## src/rtl/tsp_consts.svh

```systemverilog
// constants for the timer with shared scaler: register indices, byte addresses,
// field positions, reset values and timing counts.
// assumes inclusion by bare name from the package and the design files.
`ifndef TSP_CONSTS_SVH
`define TSP_CONSTS_SVH

// ----------------------------------------------------------------
// register indices and byte addresses (byte address = 4 * index)
// ----------------------------------------------------------------
`define TSP_IDX_TIMER_COUNT   8'h01
`define TSP_IDX_INT_CONTROL   8'h0B
`define TSP_IDX_OPTION_CONFIG 8'h81
`define TSP_IDX_PIN_DIRECTION 8'h85
`define TSP_ADDR_W            12
`define TSP_A_TIMER_COUNT     {2'b00, `TSP_IDX_TIMER_COUNT, 2'b00}
`define TSP_A_INT_CONTROL     {2'b00, `TSP_IDX_INT_CONTROL, 2'b00}
`define TSP_A_OPTION_CONFIG   {2'b00, `TSP_IDX_OPTION_CONFIG, 2'b00}
`define TSP_A_PIN_DIRECTION   {2'b00, `TSP_IDX_PIN_DIRECTION, 2'b00}

// ----------------------------------------------------------------
// field positions
// ----------------------------------------------------------------
`define TSP_BIT_OVF_FLAG      2
`define TSP_BIT_OVF_IRQ_EN    5

// ----------------------------------------------------------------
// reset values and timing counts
// ----------------------------------------------------------------
`define TSP_RST_INT_CONTROL   8'h00
`define TSP_RST_OPTION        8'hFF
`define TSP_RST_PIN_DIR       6'h3F
`define TSP_COUNT_MAX         8'hFF
`define TSP_INHIBIT_CYCLES    2'h2

`endif

```

## src/rtl/tsp_pkg.sv

```systemverilog
// types for the timer with shared scaler.
// assumes tsp_consts.svh is on the include path.
package tsp_pkg;
  `include "tsp_consts.svh"

  // option register fields, msb first
  typedef struct packed {
    logic       pull_up_off;
    logic       int_edge;
    logic       count_source_select;
    logic       count_edge_select;
    logic       scaler_assign;
    logic [2:0] scale_ratio;
  } tsp_option_t;

  // one-hot phase of the instruction cycle
  typedef enum logic [3:0] {
    TSP_PH_ONE   = 4'b0001,
    TSP_PH_TWO   = 4'b0010,
    TSP_PH_THREE = 4'b0100,
    TSP_PH_FOUR  = 4'b1000
  } tsp_phase_t;
endpackage

```

## src/rtl/tsp_timer.sv

```systemverilog
// 8-bit timer/counter with an 8-bit scaler shared with the watchdog, apb slave.
// assumes all inputs synchronous to MCLK_I; one instruction cycle is four clocks.
//
// Contract
// - overflow from FFh to 00h sets the overflow flag, bit 2 of interrupt_control.
// - interrupt request suppressed while enable bit 5 is clear; flag still sets.
// - counter and timer-assigned scaler stop during sleep, so overflow cannot wake the processor.
// - count path sampled on phase two and phase four of each instruction cycle.
// - external input divided by a symmetrical counter scaler ahead of the synchroniser.
// - counter increments only after the synchroniser has captured the edge.
// - one 8-bit scaler serves either the timer or the watchdog, never both.
// - timer-assigned scaler leaves watchdog unscaled; watchdog-assigned leaves timer unscaled.
// - assignment and 3-bit ratio come from option bits 3:0, bit 3 assignment.
// - timer-assigned scaler cleared by every write to the counter register.
// - watchdog-assigned scaler cleared with the watchdog by watchdog_clear_op.
// - scaler count neither readable nor writable by software.
// - scaler assignment may change at any time without reset.
// - counter undefined at power-on, unchanged through all other resets.
// - timer mode counts each instruction cycle; two cycles skipped after a write.
// - counter mode: rising edges when edge select clear, falling when set.
// - timer-assigned scaler ratios 1:2 up to 1:256 by the ratio field.
`timescale 1ns/1ns
`default_nettype none

module tsp_timer
  import tsp_pkg::*;
(
  input  wire logic        MCLK_I,
  input  wire logic        RST_B_I,
  input  wire logic        PSEL_I,
  input  wire logic        PENABLE_I,
  input  wire logic        PWRITE_I,
  input  wire logic [11:0] PADDR_I,
  input  wire logic [31:0] PWDATA_I,
  output logic      [31:0] PRDATA_O,
  output logic             PREADY_O,
  output logic             PSLVERR_O,
  input  wire logic        EXT_COUNT_INPUT_I,
  input  wire logic        SLEEP_I,
  input  wire logic        WATCHDOG_CLEAR_OP_I,
  input  wire logic        WATCHDOG_TICK_I,
  output logic             WATCHDOG_TICK_O,
  output logic             OVERFLOW_IRQ_O,
  output logic      [7:0]  OPTION_O,
  output logic      [5:0]  PIN_DIRECTION_O
);

  // ----------------------------------------------------------------
  // state
  // ----------------------------------------------------------------
  logic [7:0]  timer_count_reg;
  logic [7:0]  int_control_reg;
  logic [7:0]  option_reg;
  logic [5:0]  pin_dir_reg;
  logic [7:0]  scaler_reg;
  logic [1:0]  inhibit_reg;
  logic        ext_prev_reg;
  logic        sample_reg;
  logic        rise_reg;
  tsp_phase_t  phase_reg;
  tsp_phase_t  phase_next;
  tsp_option_t opt;

  logic        acc;
  logic        wr;
  logic        wr_count;
  logic        wr_intc;
  logic        timer_owns;
  logic        ext_level;
  logic        ext_edge;
  logic        scaler_step;
  logic        pre_out;
  logic        sample_now;
  logic        count_inc;
  logic        overflow;
  logic        hit;

  // divide mask: ratio n keeps n+1 low bits
  function automatic logic [7:0] ratio_mask(input logic [2:0] n);
    ratio_mask = 8'hFF >> (3'h7 - n);
  endfunction

  // ----------------------------------------------------------------
  // bus decode
  // ----------------------------------------------------------------
  assign opt        = tsp_option_t'(option_reg);
  assign acc        = PSEL_I && PENABLE_I && PREADY_O;
  assign wr         = acc && PWRITE_I;
  assign wr_count   = wr && (PADDR_I == `TSP_A_TIMER_COUNT);
  assign wr_intc    = wr && (PADDR_I == `TSP_A_INT_CONTROL);
  assign hit        = (PADDR_I == `TSP_A_TIMER_COUNT) || (PADDR_I == `TSP_A_INT_CONTROL) ||
                      (PADDR_I == `TSP_A_OPTION_CONFIG) || (PADDR_I == `TSP_A_PIN_DIRECTION);
  assign timer_owns = !opt.scaler_assign;

  // ----------------------------------------------------------------
  // phase sequencer: four clocks per instruction cycle
  // ----------------------------------------------------------------
  always_comb begin
    case (phase_reg)
      TSP_PH_ONE:   phase_next = TSP_PH_TWO;
      TSP_PH_TWO:   phase_next = TSP_PH_THREE;
      TSP_PH_THREE: phase_next = TSP_PH_FOUR;
      TSP_PH_FOUR:  phase_next = TSP_PH_ONE;
      default:      phase_next = TSP_PH_ONE;
    endcase
  end

  always_ff @(posedge MCLK_I) begin
    if (!RST_B_I) begin
      phase_reg <= TSP_PH_ONE;
    end else begin
      phase_reg <= phase_next;
    end
  end

  // ----------------------------------------------------------------
  // count source and scaler
  // ----------------------------------------------------------------
  // edge select inverts the pin so the wanted edge always rises
  assign ext_level = EXT_COUNT_INPUT_I ^ opt.count_edge_select;
  assign ext_edge  = ext_level && !ext_prev_reg;
  // one scaler, stepped by whichever side owns it
  assign scaler_step = timer_owns ?
                       (!SLEEP_I && (opt.count_source_select ? ext_edge : (phase_reg == TSP_PH_FOUR))) :
                       WATCHDOG_TICK_I;
  // ratio field picks the scaler stage
  // symmetrical divider output; bit n falls once per 2^(n+1) steps
  // inverted so the carry, not the half-way point, gives the rising edge:
  // a freshly cleared scaler waits a full ratio before its first count
  always_comb begin
    if (!timer_owns) begin
      pre_out = opt.count_source_select ? ext_level : 1'b0;
    end else begin
      pre_out = !scaler_reg[opt.scale_ratio];
    end
  end
  // synchroniser samples on phase two and four
  assign sample_now = (phase_reg == TSP_PH_TWO) || (phase_reg == TSP_PH_FOUR);

  always_ff @(posedge MCLK_I) begin
    if (!RST_B_I) begin
      // follow the pin during reset so release raises no false edge
      ext_prev_reg <= ext_level;
    end else begin
      ext_prev_reg <= ext_level;
    end
  end

  // scaler hidden from bus
  // scaler: no bus path reaches it, so software cannot read or load it
  always_ff @(posedge MCLK_I) begin
    if (!RST_B_I) begin
      scaler_reg <= 8'h00;
    end else if (timer_owns && wr_count) begin
      scaler_reg <= 8'h00;
    end else if (!timer_owns && WATCHDOG_CLEAR_OP_I) begin
      scaler_reg <= 8'h00;
    end else if (scaler_step) begin
      scaler_reg <= scaler_reg + 8'h01;
    end
  end

  // watchdog gets raw ticks unless it owns the scaler
  always_ff @(posedge MCLK_I) begin
    if (!RST_B_I) begin
      WATCHDOG_TICK_O <= 1'b0;
    end else if (timer_owns) begin
      WATCHDOG_TICK_O <= WATCHDOG_TICK_I;
    end else begin
      WATCHDOG_TICK_O <= WATCHDOG_TICK_I &&
                         ((scaler_reg & ratio_mask(opt.scale_ratio)) == ratio_mask(opt.scale_ratio));
    end
  end

  // sampled rise, one cycle after capture, drives the count
  always_ff @(posedge MCLK_I) begin
    if (!RST_B_I) begin
      // start at the present level, else an idle-high source counts once after reset
      sample_reg <= pre_out;
      rise_reg   <= 1'b0;
    end else if (sample_now) begin
      sample_reg <= pre_out;
      rise_reg   <= pre_out && !sample_reg;
    end else begin
      rise_reg   <= 1'b0;
    end
  end

  // ----------------------------------------------------------------
  // counter increment
  // ----------------------------------------------------------------
  // unscaled timer mode steps at phase four; frozen in sleep
  always_comb begin
    if (SLEEP_I || inhibit_reg != 2'h0) begin
      count_inc = 1'b0;
    end else if (!timer_owns && !opt.count_source_select) begin
      count_inc = (phase_reg == TSP_PH_FOUR);
    end else begin
      count_inc = rise_reg;
    end
  end
  assign overflow = count_inc && !wr_count && (timer_count_reg == `TSP_COUNT_MAX);

  // two instruction cycles without increment after a write
  always_ff @(posedge MCLK_I) begin
    if (!RST_B_I) begin
      inhibit_reg <= 2'h0;
    end else if (wr_count) begin
      inhibit_reg <= `TSP_INHIBIT_CYCLES;
    end else if (phase_reg == TSP_PH_FOUR && inhibit_reg != 2'h0) begin
      inhibit_reg <= inhibit_reg - 2'h1;
    end
  end

  // no reset term: value kept through resets, unknown at power-on
  always_ff @(posedge MCLK_I) begin
    if (wr_count) begin
      timer_count_reg <= PWDATA_I[7:0];
    end else if (count_inc) begin
      timer_count_reg <= timer_count_reg + 8'h01;
    end
  end

  // ----------------------------------------------------------------
  // software registers
  // ----------------------------------------------------------------
  // overflow sets flag, and wins over a software clear; never self-clears
  always_ff @(posedge MCLK_I) begin
    if (!RST_B_I) begin
      int_control_reg <= `TSP_RST_INT_CONTROL;
    end else begin
      if (wr_intc) begin
        int_control_reg <= PWDATA_I[7:0];
      end
      if (overflow) begin
        int_control_reg[`TSP_BIT_OVF_FLAG] <= 1'b1;
      end
    end
  end

  // assignment writable at any time, takes effect next cycle
  always_ff @(posedge MCLK_I) begin
    if (!RST_B_I) begin
      option_reg  <= `TSP_RST_OPTION;
      pin_dir_reg <= `TSP_RST_PIN_DIR;
    end else if (wr && PADDR_I == `TSP_A_OPTION_CONFIG) begin
      option_reg  <= PWDATA_I[7:0];
    end else if (wr && PADDR_I == `TSP_A_PIN_DIRECTION) begin
      pin_dir_reg <= PWDATA_I[5:0];
    end
  end

  always_ff @(posedge MCLK_I) begin
    if (!RST_B_I) begin
      OVERFLOW_IRQ_O  <= 1'b0;
      OPTION_O        <= `TSP_RST_OPTION;
      PIN_DIRECTION_O <= `TSP_RST_PIN_DIR;
    end else begin
      OVERFLOW_IRQ_O  <= int_control_reg[`TSP_BIT_OVF_FLAG] && int_control_reg[`TSP_BIT_OVF_IRQ_EN];
      OPTION_O        <= option_reg;
      PIN_DIRECTION_O <= pin_dir_reg;
    end
  end

  // ----------------------------------------------------------------
  // apb answer: data captured in setup, ready for one access cycle
  // ----------------------------------------------------------------
  always_ff @(posedge MCLK_I) begin
    if (!RST_B_I) begin
      PREADY_O  <= 1'b0;
      PSLVERR_O <= 1'b0;
      PRDATA_O  <= 32'h0000_0000;
    end else if (PSEL_I && !PENABLE_I) begin
      PREADY_O  <= 1'b1;
      PSLVERR_O <= !hit;
      case (PADDR_I)
        `TSP_A_TIMER_COUNT:   PRDATA_O <= {24'h000000, timer_count_reg};
        `TSP_A_INT_CONTROL:   PRDATA_O <= {24'h000000, int_control_reg};
        `TSP_A_OPTION_CONFIG: PRDATA_O <= {24'h000000, option_reg};
        `TSP_A_PIN_DIRECTION: PRDATA_O <= {26'h0, pin_dir_reg};
        default:              PRDATA_O <= 32'h0000_0000;
      endcase
    end else begin
      PREADY_O  <= 1'b0;
      PSLVERR_O <= 1'b0;
    end
  end
endmodule

`default_nettype wire

```

## config.mk

```make
export PLATFORM = sky130hd
export DESIGN_NAME = tsp_timer
export DESIGN_NICKNAME = d
export VERILOG_FILES = /design/src/rtl/tsp_pkg.sv /design/src/rtl/tsp_timer.sv
export VERILOG_INCLUDE_DIRS = /design/src /design/src/rtl
export SDC_FILE = /design/constraint.sdc
export NUM_CORES = 1
export LEC_CHECK = 0
export ABC_CLOCK_PERIOD_IN_PS = 2300
export BUFFER_PORTS_ARGS = -buffer_cell sky130_fd_sc_hd__buf_2
export CAP_MARGIN = 20
export CORE_ASPECT_RATIO = 1.5
export CORE_UTILIZATION = 40
export CTS_BUF_LIST = sky130_fd_sc_hd__clkbuf_8
export DETAILED_ROUTE_END_ITERATION = 12
export PLACE_DENSITY = 0.71
export SLEW_MARGIN = 40
export SYNTH_ARGS = -nofsm -noshare
export SYNTH_HDL_FRONTEND = slang
export SYNTH_SLANG_ARGS = --single-unit
```

## constraint.sdc

```tcl
create_clock -name MCLK_I -period 2.3 [get_ports MCLK_I]
set_input_delay 0 -clock MCLK_I [delete_from_list [all_inputs] [get_ports MCLK_I]]
set_output_delay 0 -clock MCLK_I [all_outputs]
set_load 0.1 [all_outputs]
```

Yosys cells after proc, flatten, opt, wreduce, memory -nomap -nowiden --
Cells that the tools add are included.
Operators by class: add/subtract/negate cells 4, magnitude comparators 1, equality and inequality tests 11, shift operators 1, multiplexer cells 20, bitwise logic cells 4, reduce and logical (&&, ||, !) cells 42
Operator list (count):
- 8-bit one-hot mux with 4 select lines | 1
- 12-bit by 10-bit equality test with 1-bit output, second input constant | 2
- 1-bit logical AND | 19
- 8-bit by 1-bit adder with 8-bit output, second input constant | 2
- 8-bit two-way mux | 2
- 12-bit by 3-bit equality test with 1-bit output, second input constant | 1
- 12-bit by 6-bit equality test with 1-bit output, second input constant | 1
- 1-bit two-way mux | 12
- 4-bit one-hot mux with 3 select lines | 1
- 1-bit logical NOT | 9
- 8-bit bitwise AND | 1
- 8-bit equality test | 1
- 8-bit equality test, second input constant | 1
- 2-bit nonzero test | 4
- 8-bit by 3-bit >> shifter with 8-bit output, first input constant | 1
- 2-bit AND reduction | 3
- 1-bit logical OR | 5
- 4-bit by 1-bit equality test with 1-bit output, second input constant | 1
- 4-bit by 2-bit equality test with 1-bit output, second input constant | 1
- 4-bit by 3-bit equality test with 1-bit output, second input constant | 1
- 4-bit equality test, second input constant | 1
- 3-bit by 4-bit < comparator with 1-bit output, second input constant | 1
- 2-bit two-way mux | 2
- 1-bit binary-select mux with 3-bit select | 1
- other kinds (8) | 9
Word-level totals: register bits 97, output and inout port bits 50, logic and storage cells 102

Longest topological paths before layout --
Gate-level depths: netlist of the first run.
depth after elaboration 8, depth in mapped cells 7, depth with buffers taken out 6

Worst setup path before layout of the first run --
No wires, ideal clock.
kind reg2reg, from register PREADY_O, to register timer_count_reg[0], enable pin, library setup time 0.384 ns, arrival time 2.337 ns, required time 1.916 ns, path slack -0.421 ns, cell stages (with the launch flop) 7, clock period less this slack 2.721 ns, cell sequence dfxtp_1 and4_1 nand4_2 or3_4 buf_6 buf_6 o21ai_0
Between the ends: longest elaborated chain between the ends 4
Ends and longest elaborated chain:
- from (decl) | RTL line tsp_timer.sv:36 | output logic PREADY_O,
- from (signal assigned) | RTL line tsp_timer.sv:270 | PREADY_O <= 1'b0;
- from (signal assigned) | RTL line tsp_timer.sv:274 | PREADY_O <= 1'b1;
- from (signal assigned) | RTL line tsp_timer.sv:284 | PREADY_O <= 1'b0;
- 1-bit logical AND | RTL line tsp_timer.sv:87 | assign acc = PSEL_I && PENABLE_I && PREADY_O;
- 1-bit logical AND | RTL line tsp_timer.sv:88 | assign wr = acc && PWRITE_I;
- 1-bit logical AND | RTL line tsp_timer.sv:89 | assign wr_count = wr && (PADDR_I == `TSP_A_TIMER_COUNT);
- 2-bit nonzero test (no source line)
- to (signal assigned) | RTL line tsp_timer.sv:218 | timer_count_reg <= PWDATA_I[7:0];
- to (signal assigned) | RTL line tsp_timer.sv:220 | timer_count_reg <= timer_count_reg + 8'h01;
- to (decl) | RTL line tsp_timer.sv:51 | logic [7:0] timer_count_reg;
No other way between the ends. A chain may end at the register's enable or synchronous reset.

Worst setup path in the final report of the first run --
from register phase_reg[2], to register timer_count_reg[1], enable pin
Between the ends: longest elaborated chain between the ends 4
Ends and longest elaborated chain:
- from (decl) | RTL line tsp_timer.sv:60 | tsp_phase_t phase_reg;
- from (signal assigned) | RTL line tsp_timer.sv:112 | phase_reg <= phase_next;
- 4-bit equality test | RTL line tsp_timer.sv:197 | count_inc = (phase_reg == TSP_PH_FOUR);
- 1-bit two-way mux | RTL line tsp_timer.sv:196 | end else if (!timer_owns && !opt.count_source_select) begin
- 1-bit two-way mux | RTL line tsp_timer.sv:194 | if (SLEEP_I || inhibit_reg != 2'h0) begin
- 2-bit nonzero test (no source line)
No other way between the ends.

==> reports/qor.csv, run 1 <==
stage;metric;value;unit
floorplan;core;8160;sq um
yosys;ys_seq_area_share;45.5;%
setup_path;startpoint_type;flip-flop;
cells_and_area;antenna_cells;0;
clock_tree;cts_buffers;9;
clock_tree;cts_tree;done;
floorplan;die_x;77.4;um
cells_and_area;fin_util;48.7;%
setup_path;cp.arrival;1.91;ns
grt;grt.total_usage;17.6;%
clock_tree;ctsLongestPathBuffers;2;
drt;drt_first_pass_iters;4;
setup_path;worstPathRequired;2.28;ns
timing;holdWs;0.0398;ns
clock_tree;htreeDepth;3;
yosys;avgSynthCellArea;9.44;sq um
clock_tree;cts_setup_buffers;0;
drt;wl_per_cell;13.7;um
floorplan;die_y;115;um
cells_and_area;multi_input_area;1660;sq um
power;leakagePower;1.61;nW
timing;finalHoldViolCount;0;
power;power;2.48;mW
job;maxCapViolations;0;
drt;met2_length;3820;um
clock_tree;ctsHoldBuffers;10;
cells_and_area;final_common_cell;dfxtp_1;
yosys;async_flop_share;0;%
setup_path;critPathBufInv;0;
setup_path;timing.rr.end;timer_count_reg[1];
cells_and_area;fillers;775;
timing;period_minus_slack;1.93;ns
yosys;ys.flop_type;dfxtp_1;
drt;totalWireLength;7360;um
timing;fmax;518;MHz
clock_tree;clock_sinks;73;
floorplan;num_rows;40;
hold_path;hp-class;in2reg;
setup_path;critPathMaxFanout;8;
grt;grt_pass1_wl;11800;um
cells_and_area;finish.net_count;484;
status;status;complete, no violations;
yosys;yosys.cell_types.count;46;
timing;worst_pin_slew;0.679;ns
grt;antenna_found_initial;0;
place;routabilityCongestion;0.860;
timing;rsz0062_at_grt;false;
drt;met1_length;2870;um
power;powerDensity;624;nW/um^2
drt;met3_length;426;um
place;post-dp-hpwl;5600;um
timing;slew-limit-headroom;54.5;%
drt;vias;2644;
setup_path;crit_path_top_delay_cell;o21ai_1;
drt;top_layer_used;met4;
cells_and_area;regArea;1560;sq um
setup_path;worst_path_largest_cell_delay;0.58;ns
yosys;synthCells;361;
floorplan;die_area;8900;sq um
hold_path;worstHoldPathCells;4;
setup_path;worst_setup_path_end_kind;flip-flop;
setup_path;reg2reg_depth;3;
power;ir_drop;0.275;mV
floorplan;ios;103;
timing;worst_clock_skew;0.0120;ns
drt;drtIter0Drc;141;
yosys;synthesis.area;3410;sq um
drt;drt-vias-per-instance;4.92;
cells_and_area;drive_above_1_share;20.1;%
place;numPortBuffers;54;
setup_path;crit_type;reg2reg;
floorplan;initial_core_util;41.8;%
clock_tree;clockRootBuffer;clkbuf_8;
yosys;ys_ff_latch;73;
timing;setup_violations;0;
timing;setup_tns;0;ns
cells_and_area;syn2layout_area_growth;16.4;%
clock_tree;cts_resized;0;
drt;ant_nets;0;
setup_path;path_cells;nor4b_1 > mux2i_1 > o21ai_1;
hold_path;holdPathEnd;scaler_reg[1];
setup_path;r2r_start;phase_reg[2];
cells_and_area;mostFrequentLayoutCells;dfxtp_1 (63), buf_2 (54), nand2_1 (51);
grt;grt_overflow_total;0;
yosys;synth_warnings;0;
clock_tree;clkTransAtPathRegs;0.07;ns
grt;grt_max_degree;20;
setup_path;reg2reg_slack;0.37;ns
clock_tree;clk-insertion-delay-late;0.36;ns
setup_path;critPathTopFamily;compound AO/OA/AOI/OAI gates;
timing;period_share;83.9;%
timing;maxSlewViolCount;0;
drt;drc;0;
hold_path;min_from;WATCHDOG_CLEAR_OP_I;
yosys;synth_edf_count;9;
grt;grt_pass1_vias;2542;
[logic make-up (layout without fill, tap and decap cells)]
| kind of cell | Yosys count | after routing | synth area share, % |
|---|---|---|---|
| fa+ha+maj | 3 | 3 | 1.10 |
| other cells | 1 | 24 | 0.110 |
| compound gates | 47 | 47 | 8.40 |
| xor+xnor | 16 | 16 | 4.11 |
| simple gates | 141 | 141 | 21.7 |
| mux | 33 | 33 | 10.6 |
| buf+inv | 47 | 95 | 8.48 |
| flops | 73 | 73 | 45.5 |
[final cells by class]
cell class,instances,area share [%]
Tap cell,105,3.31
Timing Repair Buffer,73,11.0
Multi-Input combinational cell,264,41.9
Clock inverter,5,0.504
Clock buffer,10,3.47
Sequential cell,73,39.2
Inverter,7,0.662
[cell usage after synthesis, drive strengths merged (3+ instances only)]
cell type | count | share of area [%]
nand2b | 15 | 2.8
nor4b | 6 | 2.0
xor2 | 4 | 1.0
and4 | 4 | 1.0
ha | 3 | 1.1
nor2b | 4 | 0.73
nor3 | 4 | 0.92
edfxtp | 9 | 7.9
o21ai | 12 | 1.8
nand3 | 12 | 1.8
xnor2 | 12 | 3.1
and3 | 4 | 0.73
nor2 | 31 | 3.4
nand2 | 51 | 5.6
buf | 31 | 6.7
dfxtp | 64 | 38
clkbuf | 9 | 0.99
inv | 7 | 0.77
mux2i | 30 | 8.8
a22oi | 7 | 1.5
a21oi | 21 | 3.1
[worst register-to-register path, delay by kind of cell, from the launching register on]
kind / cells / cell delay, ns
and+or+nand+nor: 1 / 0.47
muxes: 1 / 0.18
AOI/OAI and AO/OA: 1 / 0.58
DFF: 1 / 0.34
[per-stage QoR]
stage,cell area [sq um],cells,setup slack [ns]
final,3970,537,0.369
after detailed placement,3710,512,0.370
after global placement,3710,512,0.214
after global routing,3970,537,0.238
after CTS,3970,537,0.371
after floorplan,3500,384,0.0659
[metal layers]
metal / global-route usage, % / vias to the layer above
met4: 8.81 / 0
met1: 17.8 / 1221
met3: 5.79 / 19
met2: 32.2 / 83
met5: 0 / -
li1: - / 1321
[power by group]
group	internal (mW)	switching (mW)	total, mW	leakage (nW)
combinational	0.0646	0.262	0.327	0.911
sequential	1.30	0.0153	1.32	0.601
clock	0.397	0.434	0.832	0.0971
[worst max path at each step]
stage	startpoint	end	slack, ns	cells after the start
6_report	phase_reg[2]	timer_count_reg[1]	0.37	3
5_1_grt	phase_reg[2]	timer_count_reg[1]	0.24	3
4_1_cts	phase_reg[2]	timer_count_reg[1]	0.37	3
3_5_place_dp	phase_reg[2]	timer_count_reg[3]	0.37	3
3_3_place_gp	phase_reg[2]	timer_count_reg[3]	0.21	3
2_1_floorplan	PREADY_O	timer_count_reg[0]	0.07	6
No activity file was read; power rests on OpenSTA's default activity.
==> run 2, diff against run 1 <==
--- a/config.mk
+++ b/config.mk
@@ -6,14 +6,14 @@
 export SDC_FILE = /design/constraint.sdc
 export NUM_CORES = 1
 export LEC_CHECK = 0
-export ABC_CLOCK_PERIOD_IN_PS = 2300
+export ABC_CLOCK_PERIOD_IN_PS = 1700
 export BUFFER_PORTS_ARGS = -buffer_cell sky130_fd_sc_hd__buf_2
 export CAP_MARGIN = 20
 export CORE_ASPECT_RATIO = 1.5
 export CORE_UTILIZATION = 40
 export CTS_BUF_LIST = sky130_fd_sc_hd__clkbuf_8
 export DETAILED_ROUTE_END_ITERATION = 12
-export PLACE_DENSITY = 0.71
+export PLACE_DENSITY = 0.73
 export SLEW_MARGIN = 40
 export SYNTH_ARGS = -nofsm -noshare
 export SYNTH_HDL_FRONTEND = slang
==> constraint.sdc (replaced) <==
create_clock -name MCLK_I -period 1.7 [get_ports MCLK_I]
set_input_delay 0 -clock MCLK_I [delete_from_list [all_inputs] [get_ports MCLK_I]]
set_output_delay 0 -clock MCLK_I [all_outputs]
set_load 0.1 [all_outputs]
==> run 2 against run 1 <==
Compared with the run above: sequential power rose by 34%; global-route usage rose by 0.95 points; clock skew fell by 0.0053 ns; combinational power increased by 50%; via count is 5.3% higher; critical endpoint is now timer_count_reg[2].
==> reports/qor.csv, run 2 (synthesis gave the netlist of run 1 again) <==
stage;metric;value;unit
drt;drt_first_pass_iters;4;
status;status;complete, no violations;
timing;period_share;99.5;%
timing;slew-limit-headroom;57.5;%
cells_and_area;syn2layout_area_growth;22.3;%
drt;totalWireLength;7820;um
cells_and_area;drive_above_1_share;24.4;%
floorplan;die_y;115;um
floorplan;num_rows;40;
clock_tree;ctsLongestPathBuffers;2;
place;post-dp-hpwl;5890;um
drt;drt-vias-per-instance;5.02;
clock_tree;htreeDepth;3;
place;post_dp_cell_area;3860;sq um
setup_path;startpoint_type;flip-flop;
clock_tree;clkTransAtPathRegs;0.07;ns
clock_tree;cts_buffers;9;
timing;holdWs;0.0275;ns
floorplan;ios;103;
setup_path;crit_type;reg2reg;
place;routabilityCongestion;0.851;
clock_tree;cts_tree;done;
clock_tree;cts_setup_buffers;0;
cells_and_area;mostFrequentLayoutCells;dfxtp_1 (62), buf_2 (54), nand2_1 (51);
power;powerDensity;833;nW/um^2
setup_path;path_cells;and4_4 > nand4_4 > or3_4 > buf_6 > nor2_1 > a21oi_1;
place;numPortBuffers;54;
clock_tree;clk-insertion-delay-late;0.35;ns
power;leakagePower;1.71;nW
setup_path;worst_setup_path_end_kind;flip-flop;
drt;ant_nets;0;
timing;period_minus_slack;1.69;ns
timing;setup_violations;0;
timing;worst_pin_slew;0.638;ns
power;ir_drop;0.382;mV
cells_and_area;antenna_cells;0;
floorplan;initial_core_util;41.8;%
setup_path;cp.arrival;1.80;ns
floorplan;die_area;8900;sq um
setup_path;critPathMaxFanout;11;
cells_and_area;finish.net_count;501;
grt;grt_pass1_vias;2662;
timing;maxSlewViolCount;0;
hold_path;hp-class;in2reg;
floorplan;die_x;77.4;um
timing;fmax;591;MHz
cells_and_area;final_common_cell;dfxtp_1;
clock_tree;clockRootBuffer;clkbuf_8;
cells_and_area;fin_area;4170;sq um
setup_path;worstPathRequired;1.81;ns
grt;grt_pass1_wl;12500;um
job;maxCapViolations;0;
drt;vias;2785;
grt;grt.total_usage;18.6;%
timing;worst_clock_skew;0.00666;ns
grt;antenna_found_initial;0;
clock_tree;clock_sinks;73;
setup_path;crit_path_top_delay_cell;or3_4;
timing;rsz0062_at_grt;true;
drt;drtIter0Drc;145;
floorplan;core;8160;sq um
grt;grt_overflow_total;0;
drt;drc;0;
setup_path;worst_path_largest_cell_delay;0.42;ns
grt;grt_max_degree;21;
drt;wl_per_cell;14.1;um
timing;finalHoldViolCount;0;
-- run 2: metal layers --
layer | track usage (%) | vias up | part of all wire, %
met5 | 0 | - | 0
met2 | 33.9 | 96 | 52
li1 | - | 1358 | -
met4 | 10.7 | 0 | 3.5
met1 | 18.9 | 1311 | 39
met3 | 5.08 | 20 | 5.8
-- run 2: timing repair --
| item | 4_1_cts | 5_1_grt |
|---|---|---|
| gates resized for setup | 1 | 6 |
| endpoints found under the hold margin | 21 | 0 |
| gates cloned | 1 | 0 |
| endpoints found under the setup margin | 10 | 13 |
| hold buffers | 10 | 0 |
-- run 2: metrics by stage --
step / total power, mW / utilization, % / instances / setup TNS [ns] / setup WS (ns)
floorplan: 2.20 / - / 384 / -3.62 / -0.273
global placement: 2.27 / 47.3 / 528 / 0 / 0.0480
detailed placement: 2.28 / 47.3 / 528 / 0 / 0.00493
CTS: 3.50 / 50.8 / 555 / 0 / 0.0170
global route: 3.61 / 51.1 / 555 / -0.142 / -0.0582
finish: 3.47 / 51.1 / 555 / 0 / 0.00931
-- run 2: final cells by class --
class,count,area (sq um)
fillers,758,3990
well taps,105,131
multi-input cells,265,1710
repair buffers,89,574
clock buffers,11,151
flip-flops and latches,73,1560
clock inverters,5,23.8
inverters,7,26.3
-- run 2: worst max-delay path: cells and delay by family, from the launching register on --
| family | cells | cell delay [ns] |
|---|---|---|
| DFF | 1 | 0.34 |
| and+or+nand+nor | 4 | 0.87 |
| AOI/OAI and AO/OA | 1 | 0.05 |
| buffers and inverters | 1 | 0.17 |
-- run 2: worst paths after layout --
check / start / to / slack, ns / cells past startpoint
setup / recovery: PREADY_O / timer_count_reg[2] / 0.009 / 6
hold / removal: PSEL_I / PSLVERR_O / 0.03 / 3
setup reg to reg: PREADY_O / timer_count_reg[2] / 0.009 / 6
hold reg to reg: sample_reg / rise_reg / 0.44 / 1
-- run 2: power by group --
group | switching [mW] | total (mW) | internal, mW
clock | 0.622 | 1.21 | 0.591
combinational | 0.379 | 0.489 | 0.110
sequential | 0.0114 | 1.77 | 1.76
total | 1.01 | 3.47 | 2.46
==> run 3, diff against run 2 <==
--- a/config.mk
+++ b/config.mk
@@ -13,7 +13,7 @@
 export CORE_UTILIZATION = 40
 export CTS_BUF_LIST = sky130_fd_sc_hd__clkbuf_8
 export DETAILED_ROUTE_END_ITERATION = 12
-export PLACE_DENSITY = 0.73
+export PLACE_DENSITY = 0.75
 export SLEW_MARGIN = 40
 export SYNTH_ARGS = -nofsm -noshare
 export SYNTH_HDL_FRONTEND = slang
==> constraint.sdc (replaced) <==
create_clock -name MCLK_I -period 1.7 [get_ports MCLK_I]
set_input_delay 0.17 -clock MCLK_I [delete_from_list [all_inputs] [get_ports MCLK_I]]
set_output_delay 0.17 -clock MCLK_I [all_outputs]
set_load 0.1 [all_outputs]
==> run 3 against run 2 <==
Compared with the run above: register-to-register slack barely moved; cell count fell by 0.72%; sequential cell count did not move; worst setup slack improved by 0.013 ns; combinational power fell by 2%; count of clock-buffer cells in the layout rose by 1; cell area fell by 0.57%; clock power rose by 15%; first-iteration DRC count fell by 17%; sequential power barely moved; critical path depth did not move; largest cell class unchanged; largest power group unchanged; highest routed layer unchanged.
==> reports/qor.csv, run 3 (synthesis gave the netlist of run 1 again) <==
stage;metric;value;unit
drt;drtIter0Drc;121;
floorplan;num_rows;40;
grt;grt.total_usage;18.3;%
timing;setup_violations;0;
hold_path;worstHoldPathCells;2;
clock_tree;clockRootBuffer;clkbuf_8;
drt;drc;0;
power;powerDensity;879;nW/um^2
place;post_dp_cell_area;3910;sq um
place;routabilityCongestion;0.876;
hold_path;holdPathEnd;opt[7];
cells_and_area;fillers;762;
setup_path;startpoint_type;flip-flop;
drt;totalWireLength;7820;um
grt;grt_max_degree;23;
timing;fmax;596;MHz
cells_and_area;syn2layout_area_growth;21.6;%
clock_tree;clk-insertion-delay-late;0.35;ns
cells_and_area;mostFrequentLayoutCells;dfxtp_1 (62), buf_2 (54), nand2_1 (51);
hold_path;hp-class;in2reg;
clock_tree;ctsHoldBuffers;0;
timing;worst_clock_skew;0.00430;ns
timing;period_share;98.7;%
place;numPortBuffers;54;
clock_tree;htreeDepth;3;
cells_and_area;finish.net_count;497;
floorplan;initial_core_util;41.8;%
timing;maxSlewViolCount;0;
grt;grt_pass1_wl;12300;um
hold_path;min_from;RST_B_I;
floorplan;core;8160;sq um
drt;drt-vias-per-instance;4.94;
cells_and_area;antenna_cells;0;
cells_and_area;fin_cells;551;
setup_path;r2r_start;PREADY_O;
clock_tree;ctsLongestPathBuffers;2;
power;power;3.65;mW
drt;ant_nets;0;
setup_path;worst_path_largest_cell_delay;0.41;ns
clock_tree;cts_tree;done;
drt;vias;2723;
timing;finalHoldViolCount;0;
power;leakagePower;1.71;nW
setup_path;path_cells;and4_4 > nand4_2 > or3_4 > buf_4 > nor2_1 > a21oi_1;
setup_path;critPathMaxFanout;9;
clock_tree;clkTransAtPathRegs;0.07;ns
drt;drt_first_pass_iters;4;
timing;rsz0062_at_grt;true;
setup_path;crit_path_top_delay_cell;or3_4;
power;ir_drop;0.441;mV
place;placedCellCount;535;
floorplan;die_y;115;um
grt;grt_overflow_total;0;
setup_path;timing.rr.end;timer_count_reg[5];
setup_path;cp.arrival;1.78;ns
cells_and_area;drive_above_1_share;26.7;%
grt;grt_pass1_vias;2643;
setup_path;worstPathRequired;1.81;ns
setup_path;reg2reg_depth;6;
setup_path;crit_type;reg2reg;
timing;period_minus_slack;1.68;ns
job;maxCapViolations;0;
place;post-dp-hpwl;5990;um
clock_tree;cts_buffers;9;
setup_path;worst_setup_path_end_kind;flip-flop;
grt;antenna_found_initial;0;
cells_and_area;final_common_cell;dfxtp_1;
drt;wl_per_cell;14.2;um
status;status;complete, no violations;
floorplan;die_x;77.4;um
cells_and_area;fin_area;4150;sq um
floorplan;ios;103;
clock_tree;clock_sinks;73;
floorplan;die_area;8900;sq um
setup_path;reg2reg_slack;0.02;ns
-- run 3: cell types whose count changed in the layout (fill, tap and decap cells not counted), sizes merged --
cell	delta
inv	-1
clkbuf	+1
dlygate4sd3	-10
clkinvlp	-1
or3	-1
bufinv	+1
buf	+7
-- run 3: power by group --
part | leakage, nW | internal (mW) | switching, mW
logic | 0.996 | 0.103 | 0.377
clock network | 0.115 | 0.785 | 0.605
registers | 0.600 | 1.76 | 0.0140
-- run 3: worst max path at each step --
stage	from	endpoint	slack (ns)	cells past startpoint
CTS	PREADY_O	timer_count_reg[5]	0.007	6
finish	PREADY_O	timer_count_reg[5]	0.02	6
global placement	opt[0]	rise_reg	-0.13	5
detailed placement	opt[0]	rise_reg	-0.13	5
global route	PREADY_O	timer_count_reg[3]	-0.02	6
floorplan	PREADY_O	timer_count_reg[0]	-0.27	6
-- run 3: repair_timing --
item,in CTS,in global routing
buffers inserted,0,0
endpoints found under the setup margin,1,9
gates resized for setup,3,4
-- run 3: metal layers --
metal / global-route usage [%] / vias to the layer above / share of wire (%)
met3: 4.21 / 24 / 4.8
met1: 17.8 / 1271 / 38
met5: 0 / - / 0
met4: 10.9 / 0 / 4.0
li1: - / 1344 / -
met2: 34.9 / 84 / 53
-- run 3: layout make-up --
type                    count  area [sq um]  area share [%]
repair buffers             86           523            12.6
well taps                 105           131            3.17
flip-flops and latches     73          1560            37.5
clock inverters             4          42.5            1.03
clock buffers              12           165            3.98
multi-input cells         264          1700            41.0
inverters                   7          26.3           0.634
-- run 3: critical path: cells and delay by family, from the launching register on --
family                 cells  cell delay (ns)
AND/OR/NAND/NOR            4             0.85
flip-flops                 1             0.34
buffers and inverters      1             0.19
AO/OA/AOI/OAI              1             0.06
-- run 3: per-stage QoR --
stage | hold WS [ns] | utilization (%) | TNS [ns] | setup WS [ns]
6_report | 0.103 | 50.8 | 0 | 0.0223
5_1_grt | 0.0983 | 50.8 | -0.0638 | -0.0244
4_1_cts | 0.0871 | 50.6 | 0 | 0.00676
3_5_place_dp | 0.422 | 47.9 | -0.728 | -0.128
3_3_place_gp | 0.420 | 47.9 | -0.329 | -0.127
2_1_floorplan | 0.286 | - | -3.62 | -0.273
